==> config.mk <==
export PLATFORM = sky130hd
export DESIGN_NAME = pcglc_top
export DESIGN_NICKNAME = d
export VERILOG_FILES = /design/src/verilog/pcglc_pkg.sv /design/src/verilog/pcglc_top.sv
export SDC_FILE = /design/constraint.sdc
export NUM_CORES = 1
export LEC_CHECK = 0
export BUFFER_PORTS_ARGS = -buffer_cell sky130_fd_sc_hd__buf_2
export CORE_MARGIN = 4
export CORE_UTILIZATION = 45
export DETAILED_ROUTE_END_ITERATION = 6
export PLACE_DENSITY_LB_ADDON = 0.1
export SYNTH_ARGS = -nofsm -noshare
export SYNTH_HDL_FRONTEND = slang
export SYNTH_SLANG_ARGS = --single-unit
==> constraint.sdc <==
create_clock -name i_ref_clk -period 6.1 [get_ports i_ref_clk]
set_clock_uncertainty 0.15 [all_clocks]
set_input_delay 0 -clock i_ref_clk [delete_from_list [all_inputs] [get_ports i_ref_clk]]
set_output_delay 0 -clock i_ref_clk [all_outputs]
set_load 0.05 [all_outputs]
==> src/verilog/pcglc_pkg.sv <==
/*
 * Constants for the pulse-count configuration decoder and gain sequencer:
 * pulse-count codes, wake-up defaults and timing figures with cycle counts.
 * Assumes a single 200 MHz reference clock.
 */
// Summary of operation
// RULE1 - After wake-up: gain control on, clip-avoid plus limit, 18 dB, 1% target.
// RULE2 - Count 01 disables gain control, count 02 enables it.
// RULE3 - Count 03 restores every setting to its wake-up default.
// RULE4 - Count 04 selects 12 dB gain, count 05 selects 18 dB.
// RULE5 - Counts 06 to 13 select distortion targets 1% up to 20%.
// RULE6 - Count 14 selects clip-avoid plus limit, 15 clip-avoid only.
// RULE7 - Counts 16 to 23 select peak limit 0.45 V to 3.6 V in 0.45 V steps.
// RULE8 - With limiting active the output is held under the peak limit.
// RULE9 - With gain control on, near-clipping steps the gain down.
// RULE10 - Output ceiling follows the monitored supply level continuously.
// RULE11 - Two gain decreases are at least one attack interval apart.
// RULE12 - A gain increase waits at least the hold interval after a decrease.
// RULE13 - Two gain increases are at least one release interval apart.
// RULE14 - Bridge current above 2 A floats both outputs until it clears.
// RULE15 - Host pulses no faster than 100 kHz.
// RULE16 - Line idle high 300 to 400 us after a burst applies the count.
// RULE17 - Line held low 300 to 400 us enters shutdown.
// RULE18 - After leaving shutdown the device is awake within 500 us.
// RULE19 - Low-going pulses are counted; setting applied after idle-high interval.
// RULE20 - A count of zero or above 23 changes nothing.

package pcglc_pkg;

	// ************************************************************
	// Pulse-count codes
	// ************************************************************
	localparam logic [4:0] CNT_AGC_OFF    = 5'h01;
	localparam logic [4:0] CNT_AGC_ON     = 5'h02;
	localparam logic [4:0] CNT_RESET      = 5'h03;
	localparam logic [4:0] CNT_GAIN_12    = 5'h04;
	localparam logic [4:0] CNT_GAIN_18    = 5'h05;
	localparam logic [4:0] CNT_THD_FIRST  = 5'h06;
	localparam logic [4:0] CNT_THD_LAST   = 5'h0d;
	localparam logic [4:0] CNT_CLIP_LIMIT = 5'h0e;
	localparam logic [4:0] CNT_CLIP_ONLY  = 5'h0f;
	localparam logic [4:0] CNT_PEAK_FIRST = 5'h10;
	localparam logic [4:0] CNT_PEAK_LAST  = 5'h17;
	localparam logic [4:0] CNT_SAT        = 5'h18;

	// ************************************************************
	// Wake-up defaults
	// ************************************************************
	localparam logic       RST_AGC_EN   = 1'h1;
	localparam logic       RST_LIMIT_EN = 1'h1;
	localparam logic       RST_GAIN_18  = 1'h1;
	localparam logic [2:0] RST_THD_SEL  = 3'h0;
	localparam logic [2:0] RST_PEAK_SEL = 3'h7;

	// ************************************************************
	// Timing
	// ************************************************************
	localparam int CLK_MHZ        = 200;
	localparam int MAX_PULSE_KHZ  = 100;
	localparam int VALID_US       = 300;
	localparam int SHUTDOWN_US    = 300;
	localparam int WAKE_US        = 500;
	localparam int ATTACK_US      = 10;
	localparam int HOLD_US        = 100;
	localparam int RELEASE_US     = 50;
	localparam int VALID_CYC      = VALID_US * CLK_MHZ;
	localparam int SHUTDOWN_CYC   = SHUTDOWN_US * CLK_MHZ;
	localparam int WAKE_CYC       = WAKE_US * CLK_MHZ;
	localparam int ATTACK_CYC     = ATTACK_US * CLK_MHZ;
	localparam int HOLD_CYC       = HOLD_US * CLK_MHZ;
	localparam int RELEASE_CYC    = RELEASE_US * CLK_MHZ;
	localparam int TMR_W          = 17;
	localparam logic [5:0] ATTEN_MAX = 6'h3f;

	typedef enum logic [1:0] {
		ST_SHUTDOWN = 2'h0,
		ST_WAKE     = 2'h1,
		ST_ACTIVE   = 2'h3
	} pcglc_state_e;

endpackage : pcglc_pkg

==> src/verilog/pcglc_top.sv <==
/*
 * One-wire pulse-count configuration decoder with the gain control
 * sequencer it configures and the bridge overcurrent release.
 * Assumes every input is synchronous to i_ref_clk; the analog side
 * supplies near-clip, over-limit, supply and overcurrent indications.
 */
`timescale 1ns/1ps

module pcglc_top
	import pcglc_pkg::*;
#(
	parameter int P_VALID_CYC    = VALID_CYC,
	parameter int P_SHUTDOWN_CYC = SHUTDOWN_CYC,
	parameter int P_WAKE_CYC     = WAKE_CYC,
	parameter int P_HOLD_CYC     = HOLD_CYC,
	parameter int P_RELEASE_CYC  = RELEASE_CYC
) (
	input  wire logic       i_ref_clk,
	input  wire logic       i_rst_b,
	input  wire logic       i_pulse_config_pin,
	input  wire logic       i_clip_near,
	input  wire logic       i_over_limit,
	input  wire logic [7:0] i_supply_level,
	input  wire logic       i_overcurrent,
	input  wire logic       i_pwm_p,
	input  wire logic       i_pwm_m,
	output logic            o_agc_en,
	output logic            o_limit_en,
	output logic            o_gain_18db,
	output logic [2:0]      o_thd_sel,
	output logic [2:0]      o_peak_sel,
	output logic [5:0]      o_gain_atten,
	output logic [7:0]      o_out_ceiling,
	output logic            o_bridge_p,
	output logic            o_bridge_p_oe,
	output logic            o_bridge_m,
	output logic            o_bridge_m_oe,
	output logic            o_shutdown,
	output logic            o_awake
);

	localparam logic [TMR_W-1:0] VALID_LIM   = P_VALID_CYC[TMR_W-1:0];
	localparam logic [TMR_W-1:0] SHDN_LIM    = P_SHUTDOWN_CYC[TMR_W-1:0];
	localparam logic [TMR_W-1:0] WAKE_LIM    = P_WAKE_CYC[TMR_W-1:0];
	localparam logic [TMR_W-1:0] ATTACK_LIM  = ATTACK_CYC[TMR_W-1:0];
	localparam logic [TMR_W-1:0] HOLD_LIM    = P_HOLD_CYC[TMR_W-1:0];
	localparam logic [TMR_W-1:0] RELEASE_LIM = P_RELEASE_CYC[TMR_W-1:0];
	localparam logic [TMR_W-1:0] TMR_ONE     = 17'h00001;
	localparam logic [TMR_W-1:0] TMR_MAX     = 17'h1ffff;

	pcglc_state_e       state_ff;
	pcglc_state_e       nxt_state;
	logic               pin_d_ff;
	logic [TMR_W-1:0]   low_cnt_ff;
	logic [TMR_W-1:0]   high_cnt_ff;
	logic [TMR_W-1:0]   wake_cnt_ff;
	logic [4:0]         pulse_cnt_ff;
	logic               fall_edge;
	logic               apply_now;
	logic               go_shutdown;
	logic [4:0]         thd_off;
	logic [4:0]         peak_off;
	logic               agc_en_ff;
	logic               limit_en_ff;
	logic               gain_18_ff;
	logic [2:0]         thd_sel_ff;
	logic [2:0]         peak_sel_ff;
	logic [TMR_W-1:0]   since_dec_ff;
	logic [TMR_W-1:0]   since_inc_ff;
	logic [5:0]         atten_ff;
	logic               dec_req;
	logic               dec_now;
	logic               inc_now;
	logic [7:0]         ceiling_ff;
	logic               bridge_p_ff;
	logic               bridge_m_ff;
	logic               bridge_oe_ff;

	// ************************************************************
	// Line sampling and interval counters
	// ************************************************************
	// Counters saturate so a line parked high or low never wraps
	// back into a false shutdown or a second apply.
	assign fall_edge = pin_d_ff & ~i_pulse_config_pin;

	always_ff @(posedge i_ref_clk) begin
		if (!i_rst_b) begin
			pin_d_ff <= 1'h1;
		end else begin
			pin_d_ff <= i_pulse_config_pin;
		end
	end

	always_ff @(posedge i_ref_clk) begin
		if (!i_rst_b) begin
			low_cnt_ff <= '0;
		end else if (i_pulse_config_pin) begin
			low_cnt_ff <= '0;
		end else if (low_cnt_ff != TMR_MAX) begin
			low_cnt_ff <= low_cnt_ff + TMR_ONE;
		end
	end

	always_ff @(posedge i_ref_clk) begin
		if (!i_rst_b) begin
			high_cnt_ff <= '0;
		end else if (!i_pulse_config_pin) begin
			high_cnt_ff <= '0;
		end else if (high_cnt_ff != TMR_MAX) begin
			high_cnt_ff <= high_cnt_ff + TMR_ONE;
		end
	end

	// ************************************************************
	// Power state
	// ************************************************************
	assign go_shutdown = (low_cnt_ff >= SHDN_LIM); // RULE17

	always_comb begin
		nxt_state = state_ff;
		case (state_ff)
			ST_SHUTDOWN: begin
				if (i_pulse_config_pin) begin
					nxt_state = ST_WAKE;
				end
			end
			ST_WAKE: begin
				if (go_shutdown) begin
					nxt_state = ST_SHUTDOWN;
				end else if (wake_cnt_ff >= WAKE_LIM - TMR_ONE) begin
					nxt_state = ST_ACTIVE; // RULE18
				end
			end
			ST_ACTIVE: begin
				if (go_shutdown) begin
					nxt_state = ST_SHUTDOWN; // RULE17
				end
			end
			default: begin
				nxt_state = ST_SHUTDOWN;
			end
		endcase
	end

	always_ff @(posedge i_ref_clk) begin
		if (!i_rst_b) begin
			state_ff <= ST_WAKE;
		end else begin
			state_ff <= nxt_state;
		end
	end

	always_ff @(posedge i_ref_clk) begin
		if (!i_rst_b) begin
			wake_cnt_ff <= '0;
		end else if (state_ff != ST_WAKE) begin
			wake_cnt_ff <= '0;
		end else if (wake_cnt_ff != TMR_MAX) begin
			wake_cnt_ff <= wake_cnt_ff + TMR_ONE;
		end
	end

	// ************************************************************
	// Pulse counting
	// ************************************************************
	// Edges during wake-up are dropped: the rising edge that leaves
	// shutdown must not be taken as part of a burst.
	assign apply_now = (state_ff == ST_ACTIVE) & (pulse_cnt_ff != 5'h00)
		& (high_cnt_ff >= VALID_LIM); // RULE16 RULE19 RULE20

	always_ff @(posedge i_ref_clk) begin
		if (!i_rst_b) begin
			pulse_cnt_ff <= '0;
		end else if (state_ff != ST_ACTIVE || apply_now) begin
			pulse_cnt_ff <= '0;
		end else if (fall_edge && pulse_cnt_ff != CNT_SAT) begin
			pulse_cnt_ff <= pulse_cnt_ff + 5'h01; // RULE19
		end
	end

	// ************************************************************
	// Configuration decode
	// ************************************************************
	assign thd_off  = pulse_cnt_ff - CNT_THD_FIRST;
	assign peak_off = pulse_cnt_ff - CNT_PEAK_FIRST;

	always_ff @(posedge i_ref_clk) begin
		if (!i_rst_b || state_ff == ST_SHUTDOWN) begin
			agc_en_ff   <= RST_AGC_EN; // RULE1
			limit_en_ff <= RST_LIMIT_EN;
			gain_18_ff  <= RST_GAIN_18;
			thd_sel_ff  <= RST_THD_SEL;
			peak_sel_ff <= RST_PEAK_SEL;
		end else if (apply_now) begin
			case (pulse_cnt_ff)
				CNT_AGC_OFF: begin
					agc_en_ff <= 1'h0; // RULE2
				end
				CNT_AGC_ON: begin
					agc_en_ff <= 1'h1; // RULE2
				end
				CNT_RESET: begin
					agc_en_ff   <= RST_AGC_EN; // RULE3
					limit_en_ff <= RST_LIMIT_EN;
					gain_18_ff  <= RST_GAIN_18;
					thd_sel_ff  <= RST_THD_SEL;
					peak_sel_ff <= RST_PEAK_SEL;
				end
				CNT_GAIN_12: begin
					gain_18_ff <= 1'h0; // RULE4
				end
				CNT_GAIN_18: begin
					gain_18_ff <= 1'h1; // RULE4
				end
				CNT_CLIP_LIMIT: begin
					limit_en_ff <= 1'h1; // RULE6
				end
				CNT_CLIP_ONLY: begin
					limit_en_ff <= 1'h0; // RULE6
				end
				default: begin
					if (pulse_cnt_ff >= CNT_THD_FIRST && pulse_cnt_ff <= CNT_THD_LAST) begin
						thd_sel_ff <= thd_off[2:0]; // RULE5
					end else if (pulse_cnt_ff >= CNT_PEAK_FIRST
						&& pulse_cnt_ff <= CNT_PEAK_LAST) begin
						peak_sel_ff <= peak_off[2:0]; // RULE7
					end
					// Anything else, saturated counts included, is dropped
				end
			endcase
		end
	end

	// ************************************************************
	// Gain sequencer
	// ************************************************************
	// Attenuation is one step per event; the analog side maps the
	// step code to dB and compares against the selected targets.
	assign dec_req = (agc_en_ff & i_clip_near) // RULE9
		| (limit_en_ff & i_over_limit); // RULE8
	assign dec_now = dec_req & (atten_ff != ATTEN_MAX)
		& (since_dec_ff >= ATTACK_LIM); // RULE11
	assign inc_now = ~dec_req & (atten_ff != 6'h00)
		& (since_dec_ff >= HOLD_LIM) // RULE12
		& (since_inc_ff >= RELEASE_LIM); // RULE13

	always_ff @(posedge i_ref_clk) begin
		if (!i_rst_b) begin
			since_dec_ff <= TMR_MAX;
		end else if (dec_now) begin
			since_dec_ff <= TMR_ONE; // RULE11
		end else if (since_dec_ff != TMR_MAX) begin
			since_dec_ff <= since_dec_ff + TMR_ONE;
		end
	end

	always_ff @(posedge i_ref_clk) begin
		if (!i_rst_b) begin
			since_inc_ff <= TMR_MAX;
		end else if (inc_now) begin
			since_inc_ff <= TMR_ONE; // RULE13
		end else if (since_inc_ff != TMR_MAX) begin
			since_inc_ff <= since_inc_ff + TMR_ONE;
		end
	end

	// With both functions off nothing may hold the gain down, so the
	// attenuation drops straight back instead of releasing slowly.
	always_ff @(posedge i_ref_clk) begin
		if (!i_rst_b || state_ff != ST_ACTIVE) begin
			atten_ff <= '0;
		end else if (!agc_en_ff && !limit_en_ff) begin
			atten_ff <= '0;
		end else if (dec_now) begin
			atten_ff <= atten_ff + 6'h01; // RULE9
		end else if (inc_now) begin
			atten_ff <= atten_ff - 6'h01;
		end
	end

	// ************************************************************
	// Supply tracking
	// ************************************************************
	always_ff @(posedge i_ref_clk) begin
		if (!i_rst_b) begin
			ceiling_ff <= '0;
		end else begin
			ceiling_ff <= i_supply_level; // RULE10
		end
	end

	// ************************************************************
	// Bridge drive
	// ************************************************************
	// Release follows the overcurrent level, so recovery is automatic
	// with one cycle of latency and no latch to clear.
	always_ff @(posedge i_ref_clk) begin
		if (!i_rst_b) begin
			bridge_oe_ff <= 1'h0;
		end else begin
			bridge_oe_ff <= (state_ff == ST_ACTIVE) & ~i_overcurrent; // RULE14
		end
	end

	always_ff @(posedge i_ref_clk) begin
		if (!i_rst_b) begin
			bridge_p_ff <= 1'h0;
			bridge_m_ff <= 1'h0;
		end else begin
			bridge_p_ff <= i_pwm_p;
			bridge_m_ff <= i_pwm_m;
		end
	end

	// ************************************************************
	// Outputs
	// ************************************************************
	assign o_agc_en      = agc_en_ff;
	assign o_limit_en    = limit_en_ff;
	assign o_gain_18db   = gain_18_ff;
	assign o_thd_sel     = thd_sel_ff;
	assign o_peak_sel    = peak_sel_ff;
	assign o_gain_atten  = atten_ff;
	assign o_out_ceiling = ceiling_ff;
	assign o_bridge_p    = bridge_p_ff;
	assign o_bridge_m    = bridge_m_ff;
	assign o_bridge_p_oe = bridge_oe_ff;
	assign o_bridge_m_oe = bridge_oe_ff;
	assign o_shutdown    = (state_ff == ST_SHUTDOWN);
	assign o_awake       = (state_ff == ST_ACTIVE);

endmodule : pcglc_top

==> flow_summary_export.csv, run 1 <==
group,metric,value,unit
placed_design,place_congestion,0.812,
final_layout,final_cell_mix,"dfxtp_1 (119), nor2_1 (79), xor2_1 (51)",
synthesis,synth_top_area_share,41.7,%
floorplan,ioPinCount,45,
worst_setup_path,required,6.30,ns
grt,overflow,0,
final_layout,design_area,0.00668,sq mm
synthesis,synthDistinctLibCells,58,
drt,via_per_inst,5.21,
synthesis,yosys.area.top_type,"dfxtp_1",
worst_setup_path,cpPeakStageDelay,0.50,ns
floorplan,core,0.0122,sq mm
worst_setup_path,critPathKind,"flop to flop",
floorplan,rows,40,
sta,setup_violations,0,
clock_network,cts_tree,"built",
drt,ant_nets,0,
worst_setup_path,startpoint_type,"flop",
worst_setup_path,path_cells,"nand3_1 > o211ai_1 > o311a_2 > inv_1 > ha_1 > a211oi_1 > o21bai_1 > a2111oi_0 > mux2i_1 > nand3_1",
sta,hold_viol,0,
worst_setup_path,r2r_cells,10,
synthesis,synth_area,0.00571,sq mm
synthesis,ys_seq_area_share,41.7,%
worst_setup_path,crit_top_cell,"nand3_1",
grt,grt.total_usage,17.5,%
clock_network,ctsResizeCount,0,
placed_design,portBuffers,44,
clock_network,post_cts_buffers,0,
worst_setup_path,timing.rr.end,"o_gain_atten[5]$_SDFFE_PP0P_",
synthesis,synth_edf_count,0,
worst_hold_path,min_path_type,"primary input to flop",
drt,wl_per_cell,13.6,um
worst_setup_path,cp-end-kind,"flop",
synthesis,synth_nets,689,
clock_network,cts.htree.levels,4,
synthesis,syn_inst,646,
sta,rsz0062_at_grt,"no",
floorplan,die_width,121,um
floorplan,start_util,46.8,%
sta,fin_crit,3.21,ns
worst_setup_path,path_max_fanout,25,
grt,grt_pass1_vias,4422,
clock_network,clock-root-buffer,"clkbuf_16",
synthesis,ys_warn_count,0,
sta,maxSlewHeadroom,45.9,%
drt,drt_pass1_iterations,4,
clock_network,numClockSinks,119,
drt,post-route-drc-count,0,
worst_setup_path,setup.worst_path.start,"since_dec_ff[8]$_SDFFE_PN1P_",
final_layout,syn2layout_area_growth,16.9,%
clock_network,hold_buffers,12,
synthesis,ys_ff_latch,119,
synthesis,synthFlopType,"dfxtp_1",
grt,grt_pass1_wl,20800,um
worst_setup_path,crit_path_end,"o_gain_atten[5]$_SDFFE_PP0P_",
drt,wl,11900,um
sta,period_share,52.7,%
sta,fmax,0.311,GHz
worst_setup_path,crit_arrival,3.41,ns
worst_setup_path,cp_slowest_cell,"o311a_2",
clock_network,clk_latency,0.41,ns
final_layout,final_common_cell,"dfxtp_1",
placed_design,dpl_cell_area,0.00604,sq mm
sta,worst_pin_slew,0.812,ns
clock_network,clockBufferDepth,2,
drt,vias,4568,
clock_network,cts_buffers,17,
synthesis,async_flop_share,0,%
worst_setup_path,reg2reg_from,"since_dec_ff[8]$_SDFFE_PN1P_",
drt,dr.first_iter.drc_count,191,
synthesis,yosys-top-cells-area,"dfxtp_1 (42%), xor2_1 (7.8%), ha_1 (5.7%)",
placed_design,hpwlAfterDp,8260,um
grt,grt_max_degree,53,
grt,antenna_found_initial,0,
sta,slew_violations,0,
final_layout,drive_gt1_share,11.0,%
floorplan,die_height,121,um
floorplan,die_area,0.0146,sq mm
status,status,"completed",
power_and_ir_drop,peakVddDrop,0.000199,V
final_layout,fin_nets,740,
power_and_ir_drop,power_density,304,mW/mm^2
clock_network,cts.clk_slew.worst_paths,0.05,ns
synthesis,synth.avg_cell_area,8.84,sq um
sta,setup_tns,0,ns
worst_setup_path,rrSetupSlack,2.89,ns
flow_run,cap_violations,0,
power_and_ir_drop,p_leak,2.66,nW
final_layout,num_antenna_cells,0,
==> flip-flops by register name (all words and copies together) (netlist names) <==
name and count:
since_dec_ff 17, o_thd_sel 3, pulse_cnt_ff 5, low_cnt_ff 17
o_bridge_m 1, wake_cnt_ff 17, since_inc_ff 17, o_gain_18db 1
o_out_ceiling 8, state_ff 2, o_bridge_p 1, pin_d_ff 1
o_peak_sel 3, o_agc_en 1, o_gain_atten 6, o_limit_en 1
o_bridge_m_oe 1, high_cnt_ff 17
==> synth_stat cells (all sizes together) (5+ instances only) <==
cell type	instances
or3	7
nor2	80
o211ai	7
mux2i	20
a31oi	5
nand4	12
and3	10
o21ai	46
nand2	49
a21oi	9
buf	5
xor2	51
nor4	7
dfxtp	119
and2	13
clkbuf	19
nor3	13
nand3	38
xnor2	26
nor2b	8
inv	21
ha	26
and4	9
==> metal layers <==
layer | part of all wire [%] | vias to the layer above | track usage (%)
li1 | - | 2348 | -
met1 | 47 | 2152 | 22.4
met3 | 4.4 | 4 | 5.47
met4 | 0.53 | 0 | 5.74
met5 | 0 | - | 0
met2 | 48 | 64 | 28.1
==> cells by family (layout without fill, tap and decap cells) <==
logic type	Yosys count	after routing	share of synthesized area, %
and+or+nand+nor	263	263	23.1
xor gates and xnor gates	77	77	11.8
DFF	119	119	41.7
adders and majority gates	27	27	6.05
buffers and inverters	45	108	3.09
AOI/OAI and AO/OA	93	93	10.3
muxes	22	22	3.97
==> critical path: cells and delay by family, from the launching register on <==
family	cells	cell delay (ns)
AOI/OAI and AO/OA	5	1.65
and+or+nand+nor	2	0.24
buffers and inverters	1	0.22
adders and majority gates	1	0.33
DFF	1	0.41
muxes	1	0.15
==> worst min-delay path by stage <==
stage                  start                             to  slack, ns  depth (start not counted)
2_1_floorplan  i_overcurrent       o_bridge_m_oe$_SDFF_PN0_      -0.07                          1
3_3_place_gp   i_overcurrent       o_bridge_m_oe$_SDFF_PN0_       0.02                          2
3_5_place_dp   i_overcurrent       o_bridge_m_oe$_SDFF_PN0_       0.03                          2
4_1_cts              i_rst_b   since_dec_ff[0]$_SDFFE_PP1N_      0.005                          2
5_1_grt              i_rst_b  since_inc_ff[16]$_SDFFE_PN1P_       0.07                          2
6_report             i_rst_b   since_dec_ff[0]$_SDFFE_PP1N_       0.01                          2
==> layout make-up <==
type                    instances  area (sq um)
clock buffers                  27           493
clock inverters                 4          20.0
fillers                      1198          5540
inverters                      21          78.8
multi-input cells             482          3150
flip-flops and latches        119          2380
well taps                     168           210
repair buffers                 56           340
==> power breakdown <==
part / switching [mW] / internal [mW] / total [mW]
combinational: 0.152 / 0.130 / 0.281
clock: 0.318 / 0.545 / 0.862
sequential: 0.0516 / 0.832 / 0.883
==> per-stage QoR <==
step	util (%)	hold WS, ns	setup WS, ns	std cells	power (mW)
4_1_cts	54.7	0.00541	2.88	877	2.06
3_3_place_gp	49.5	0.0202	3.05	834	1.16
5_1_grt	54.7	0.0738	2.60	877	2.14
3_5_place_dp	49.5	0.0268	2.91	834	1.18
2_1_floorplan	-	-0.0707	3.25	646	1.12
6_report	54.7	0.0149	2.89	877	2.03
No activity file was read; power rests on OpenSTA's default activity.
==> run 2: changes to the inputs <==
--- a/config.mk
+++ b/config.mk
@@ -5,6 +5,7 @@
 export SDC_FILE = /design/constraint.sdc
 export NUM_CORES = 1
 export LEC_CHECK = 0
+export ABC_AREA = 1
 export BUFFER_PORTS_ARGS = -buffer_cell sky130_fd_sc_hd__buf_2
 export CORE_MARGIN = 4
 export CORE_UTILIZATION = 45
==> constraint.sdc (replaced) <==
create_clock -name i_ref_clk -period 2.7 [get_ports i_ref_clk]
set_clock_uncertainty 0.15 [all_clocks]
set_input_delay 0 -clock i_ref_clk [delete_from_list [all_inputs] [get_ports i_ref_clk]]
set_output_delay 0 -clock i_ref_clk [all_outputs]
set_load 0.05 [all_outputs]
==> flow_summary_export.csv, run 2 <==
group,metric,value,unit
synthesis,ys_warn_count,0,
synthesis,yosys-top-cells-count,"nand2_1 (190), dfxtp_1 (119), inv_1 (117), nor2_1 (97), a21oi_1 (62)",
worst_setup_path,cpPeakStageDelay,0.34,ns
synthesis,yosys.area.top_type,"dfxtp_1",
grt,grt_max_degree,46,
synthesis,ys_seq_area_share,38.4,%
drt,vias,5578,
sta,slew_violations,0,
synthesis,yosys-top-cells-area,"dfxtp_1 (38%), nand2_1 (11%), inv_1 (7.1%)",
floorplan,die_area,0.0157,sq mm
grt,antenna_found_initial,0,
power_and_ir_drop,p_leak,3.35,nW
worst_setup_path,startpoint_type,"flop",
clock_network,clockBufferDepth,2,
worst_setup_path,critPathKind,"flop to flop",
grt,use_met1,23.1,%
power_and_ir_drop,power.total,5.63,mW
synthesis,synthDistinctLibCells,43,
sta,rsz0062_at_grt,"no",
drt,via_per_inst,4.85,
clock_network,post_cts_buffers,0,
synthesis,yosysMostFrequentCell,"nand2_1",
drt,wl,13400,um
drt,wl_per_cell,11.7,um
clock_network,cts.htree.levels,4,
worst_setup_path,path_cells,"ha_1 > inv_1 > nor3_1 > nand2_1 > nor3_1 > ha_1 > inv_2 > nand3_1 > nor2_2 > nand4_1 > o21ai_0 > nand2_1 > o21ai_0",
power_and_ir_drop,power_density,765,mW/mm^2
floorplan,die_width,125,um
power_and_ir_drop,peakVddDrop,0.000520,V
grt,grt_pass1_vias,5236,
final_layout,final_common_cell,"nand2_1",
worst_setup_path,cp_slowest_cell,"dfxtp_1",
final_layout,syn2layout_area_growth,18.4,%
floorplan,ioPinCount,45,
clock_network,cts.clk_slew.worst_paths,0.05,ns
placed_design,hpwlAfterDp,9700,um
sta,fin_ws,0.278,ns
synthesis,synthFlopType,"dfxtp_1",
floorplan,die_height,125,um
grt,overflow,0,
worst_hold_path,min_path_type,"primary input to flop",
final_layout,fin_cells,1150,
flow_run,cap_violations,0,
sta,worst_pin_slew,0.628,ns
final_layout,final_cell_mix,"nand2_1 (190), dfxtp_1 (119), inv_1 (117)",
synthesis,synth_edf_count,0,
status,status,"completed",
drt,ant_nets,0,
floorplan,core,0.0134,sq mm
sta,maxSlewHeadroom,58.0,%
drt,dr.first_iter.drc_count,294,
grt,top_usage_layer,"met2",
grt,grt_pass1_wl,23600,um
placed_design,portBuffers,44,
worst_setup_path,cp-end-kind,"flop",
sta,fmax,0.413,GHz
clock_network,cts_tree,"built",
final_layout,drive_gt1_share,12.3,%
worst_setup_path,worst-path-buf-inv,2,
grt,grt_use_met2,28.1,%
synthesis,async_flop_share,0,%
sta,fin_crit,2.42,ns
sta,setup_violations,0,
placed_design,placedCellCount,1107,
synthesis,syn_inst,891,
synthesis,synth_nets,934,
sta,period_share,89.7,%
worst_setup_path,crit_family,"simple AND/OR/NAND/NOR gates",
final_layout,fin_nets,1007,
sta,hold_viol,0,
worst_setup_path,crit_arrival,2.61,ns
grt,grt.total_usage,17.7,%
clock_network,cts_buffers,17,
synthesis,ys_ff_latch,119,
clock_network,clk_latency,0.41,ns
synthesis,synth_top_area_share,38.4,%
worst_setup_path,path_max_fanout,6,
drt,drt_pass1_iterations,5,
sta,setup_tns,0,ns
clock_network,clock-root-buffer,"clkbuf_16",
placed_design,place_congestion,0.828,
clock_network,numClockSinks,119,
floorplan,rows,42,
worst_setup_path,required,2.89,ns
placed_design,detailedPlace.worstSlack,0.282,ns
synthesis,synth_area,0.00621,sq mm
drt,post-route-drc-count,0,
synthesis,synth.avg_cell_area,6.97,sq um
grt,grtUsageMet3,5.20,%
floorplan,start_util,46.3,%
final_layout,num_antenna_cells,0,
-- run 2: changes by cell type after synthesis, sizes merged, moves of 14 or more --
cell   before  now
inv        21  124
a21oi       9   62
xor2       51   15
nor2       80  110
nor3       13   32
nand2      49  197
nand3      38   64
nand4      12   26
mux2i      20    0
xnor2      26    8
o21ai      46   64
-- run 2: report_power, final --
part | internal [mW] | total, mW | switching [mW]
Sequential | 1.94 | 2.13 | 0.185
Clock | 1.39 | 2.13 | 0.736
Combinational | 0.510 | 1.38 | 0.865
-- run 2: cells by family (layout without fill, tap and decap cells) --
logic type | after synthesis | after routing | synth area share, %
simple gates | 444 | 444 | 32.4
compound gates | 139 | 139 | 11.7
buf+inv | 139 | 222 | 8.72
flops | 119 | 119 | 38.4
fa+ha+maj | 27 | 27 | 5.56
xor+xnor | 23 | 23 | 3.24
-- run 2: worst paths after layout --
check / slack [ns] / depth (start not counted) / end / start
max: 0.28 / 13 / since_dec_ff[13]$_SDFFE_PN1P_ / since_dec_ff[0]$_SDFFE_PP1N_
min: 0.15 / 4 / o_bridge_m$_SDFF_PN0_ / i_pwm_m
max reg2reg: 0.28 / 13 / since_dec_ff[13]$_SDFFE_PN1P_ / since_dec_ff[0]$_SDFFE_PP1N_
min reg2reg: 0.31 / 2 / o_peak_sel[2]$_SDFFE_PP1P_ / o_peak_sel[2]$_SDFFE_PP1P_
-- run 2: per-stage QoR --
| stage | area, sq um | util (%) | hold slack [ns] |
|---|---|---|---|
| after floorplan | 6210 | - | -0.0707 |
| after detailed placement | 6660 | 49.7 | 0.0195 |
| after global placement | 6660 | 49.7 | 0.0247 |
| final | 7350 | 54.9 | 0.154 |
| after global routing | 7350 | 54.9 | 0.160 |
| after CTS | 7350 | 54.9 | 0.127 |
-- run 2: cell type report --
cell class | count | area (sq um)
Fill cell | 1312 | 6050
Clock inverter | 3 | 40.0
Timing Repair Buffer | 68 | 435
Inverter | 125 | 472
Multi-Input combinational cell | 633 | 3290
Clock buffer | 26 | 519
Tap cell | 176 | 220
Sequential cell | 119 | 2380
-- run 2: routing by layer --
metal | vias to the layer above | routed length (um)
met2 | 74 | 6070
met4 | 0 | 159
li1 | 3056 | -
met1 | 2436 | 6720
met5 | - | 0
met3 | 12 | 495
-- run 2: worst reg2reg max path, stage by stage, from the launching register on --
cell and delay, ns:
dfxtp_1 0.34, ha_1 0.23, inv_1 0.07, nor3_1 0.05
nand2_1 0.12, nor3_1 0.06, ha_1 0.27, inv_2 0.13
nand3_1 0.17, nor2_2 0.20, nand4_1 0.18, o21ai_0 0.19
nand2_1 0.06, o21ai_0 0.13
-- run 2: repair_timing --
action | CTS | global route
gates resized for setup | 0 | 0
endpoints found under the hold margin | 56 | 0
hold buffers | 14 | 0
==> run 3: changes to the inputs <==
--- a/config.mk
+++ b/config.mk
@@ -10,7 +10,7 @@
 export CORE_MARGIN = 4
 export CORE_UTILIZATION = 45
 export DETAILED_ROUTE_END_ITERATION = 6
-export PLACE_DENSITY_LB_ADDON = 0.1
+export PLACE_DENSITY = 0.66
 export SYNTH_ARGS = -nofsm -noshare
 export SYNTH_HDL_FRONTEND = slang
 export SYNTH_SLANG_ARGS = --single-unit
==> flow_summary_export.csv, run 3 (same netlist as run 2, synthesis figures left out) <==
group,metric,value,unit
status,status,"completed",
sta,fin_hold_ws,0.0868,ns
grt,overflow,0,
sta,rsz0062_at_grt,"no",
power_and_ir_drop,clockPowerShare,37.6,%
clock_network,numClockSinks,119,
final_layout,n_fill_cell,1307,
placed_design,portBuffers,44,
worst_setup_path,path_cells,"ha_1 > nand4_1 > inv_1 > nand2_1 > nor4_1 > ha_1 > nor3_2 > nand3_2 > nor2_4 > nand3_2 > inv_1 > nand2_1 > nand3_1 > nand2_1",
final_layout,syn2layout_area_growth,19.0,%
sta,worst_pin_slew,0.668,ns
sta,period_share,89.8,%
drt,ant_nets,0,
power_and_ir_drop,switching_share,31.7,%
worst_setup_path,required,2.83,ns
power_and_ir_drop,seqPwrFrac,37.8,%
worst_setup_path,crit_top_cell,"nand2_1",
drt,wl_per_cell,11.7,um
power_and_ir_drop,power_density,761,mW/mm^2
worst_setup_path,crit_arrival,2.56,ns
clock_network,cts_tree,"built",
worst_setup_path,timing.rr.end,"since_inc_ff[13]$_SDFFE_PN1P_",
placed_design,place_congestion,0.851,
power_and_ir_drop,comb_power_share,24.6,%
drt,dr.first_iter.drc_count,381,
drt,vias,5629,
worst_hold_path,min_path_type,"primary input to flop",
grt,grt.total_usage,17.8,%
clock_network,clock-root-buffer,"clkbuf_16",
floorplan,ioPinCount,45,
placed_design,hpwlAfterDp,9620,um
final_layout,final_cell_mix,"nand2_1 (190), dfxtp_1 (119), inv_1 (117)",
worst_setup_path,cpPeakStageDelay,0.33,ns
power_and_ir_drop,power.switching,1.78,mW
floorplan,die_width,125,um
grt,antenna_found_initial,0,
sta,slew_violations,0,
worst_setup_path,r2r_cells,14,
sta,setup_tns,0,ns
worst_setup_path,cp_slowest_cell,"dfxtp_1",
worst_setup_path,crit_path_end,"since_inc_ff[13]$_SDFFE_PN1P_",
power_and_ir_drop,peakVddDrop,0.000460,V
floorplan,die_area,0.0157,sq mm
flow_run,cap_violations,0,
sta,fin_ws,0.274,ns
clock_network,post_cts_buffers,0,
drt,wl,13400,um
grt,grt_max_degree,47,
power_and_ir_drop,power.total,5.63,mW
sta,fin_crit,2.43,ns
clock_network,cts.htree.levels,4,
worst_setup_path,critPathKind,"flop to flop",
placed_design,detailedPlace.worstSlack,0.148,ns
drt,post-route-drc-count,0,
final_layout,fin_nets,1006,
grt,grt_pass1_vias,5348,
worst_setup_path,startpoint_type,"flop",
sta,fmax,0.412,GHz
power_and_ir_drop,internal_power,3.84,mW
worst_setup_path,path_max_fanout,5,
worst_setup_path,worst-path-buf-inv,2,
final_layout,drive_gt1_share,12.7,%
worst_setup_path,rrSetupSlack,0.27,ns
final_layout,final_common_cell,"nand2_1",
floorplan,core,0.0134,sq mm
worst_setup_path,setup.worst_path.start,"since_inc_ff[0]$_SDFFE_PP1N_",
floorplan,die_height,125,um
final_layout,num_antenna_cells,0,
clock_network,clockBufferDepth,2,
floorplan,rows,42,
worst_setup_path,reg2reg_from,"since_inc_ff[0]$_SDFFE_PP1N_",
sta,maxSlewHeadroom,55.3,%
drt,drt_pass1_iterations,5,
grt,grt_pass1_wl,23900,um
floorplan,start_util,46.3,%
power_and_ir_drop,p_leak,3.33,nW
clock_network,clk_latency,0.41,ns
sta,hold_viol,0,
clock_network,cts_buffers,17,
sta,setup_violations,0,
worst_setup_path,worst-path-stages,14,
clock_network,cts.clk_slew.worst_paths,0.05,ns
drt,via_per_inst,4.90,
worst_setup_path,crit_family,"simple AND/OR/NAND/NOR gates",
worst_setup_path,cp-end-kind,"flop",
[run 3: changes by cell type in the layout (fill, tap and decap cells not counted), sizes merged]
cell,change
dlygate4sd3,+2
buf,-3
[run 3: worst register-to-register path, delay by kind of cell, from the launching register on]
family	cells	cell delay [ns]
flip-flops	1	0.33
AND/OR/NAND/NOR	10	1.22
buffers and inverters	2	0.12
adder cells (fa/ha/maj)	2	0.50
[run 3: cell type report]
| cell class | instances | area (sq um) | area share [%] |
|---|---|---|---|
| Clock buffer | 26 | 519 | 7.03 |
| Clock inverter | 3 | 40.0 | 0.542 |
| Inverter | 125 | 472 | 6.38 |
| Multi-Input combinational cell | 633 | 3320 | 45.0 |
| Sequential cell | 119 | 2380 | 32.2 |
| Tap cell | 176 | 220 | 2.98 |
| Timing Repair Buffer | 67 | 433 | 5.86 |
[run 3: power by group through the flow]
stage	Sequential [mW]	Combinational (mW)	Clock, mW
final	2.13	1.39	2.11
after global routing	2.15	1.60	2.25
after CTS	2.12	1.40	2.17
after detailed placement	2.15	1.37	0
after global placement	2.15	1.35	0
after floorplan	2.18	1.05	0
[run 3: layer usage]
layer | part of all wire, % | track usage (%) | up-vias | wire, um
met5 | 0 | 0 | - | 0
li1 | - | - | 3052 | -
met1 | 49 | 22.5 | 2486 | 6580
met2 | 46 | 29.7 | 74 | 6240
met3 | 3.3 | 4.31 | 17 | 437
met4 | 1.3 | 5.74 | 0 | 181
[run 3: timing repair]
item,in CTS,in global routing
hold buffers,16,0
setup endpoints to repair,0,14
endpoints found under the hold margin,64,0
resized for setup,0,8
[run 3: metrics by stage]
| step | std cells | cell area [sq um] | util [%] |
|---|---|---|---|
| global placement | 1104 | 6630 | 49.5 |
| floorplan | 891 | 6210 | - |
| detailed placement | 1104 | 6630 | 49.5 |
| CTS | 1149 | 7350 | 54.9 |
| global route | 1149 | 7390 | 55.1 |
| finish | 1149 | 7390 | 55.1 |
[run 3: worst min-delay path by stage]
stage	from	endpoint	slack, ns	cells past startpoint
2_1_floorplan	i_overcurrent	o_bridge_m_oe$_SDFF_PN0_	-0.07	1
3_3_place_gp	i_overcurrent	o_bridge_m_oe$_SDFF_PN0_	0.02	2
3_5_place_dp	i_overcurrent	o_bridge_m_oe$_SDFF_PN0_	0.02	2
4_1_cts	i_over_limit	since_dec_ff[4]$_SDFFE_PN1P_	0.11	8
5_1_grt	i_over_limit	since_dec_ff[4]$_SDFFE_PN1P_	0.12	8
6_report	i_over_limit	since_dec_ff[4]$_SDFFE_PN1P_	0.09	8
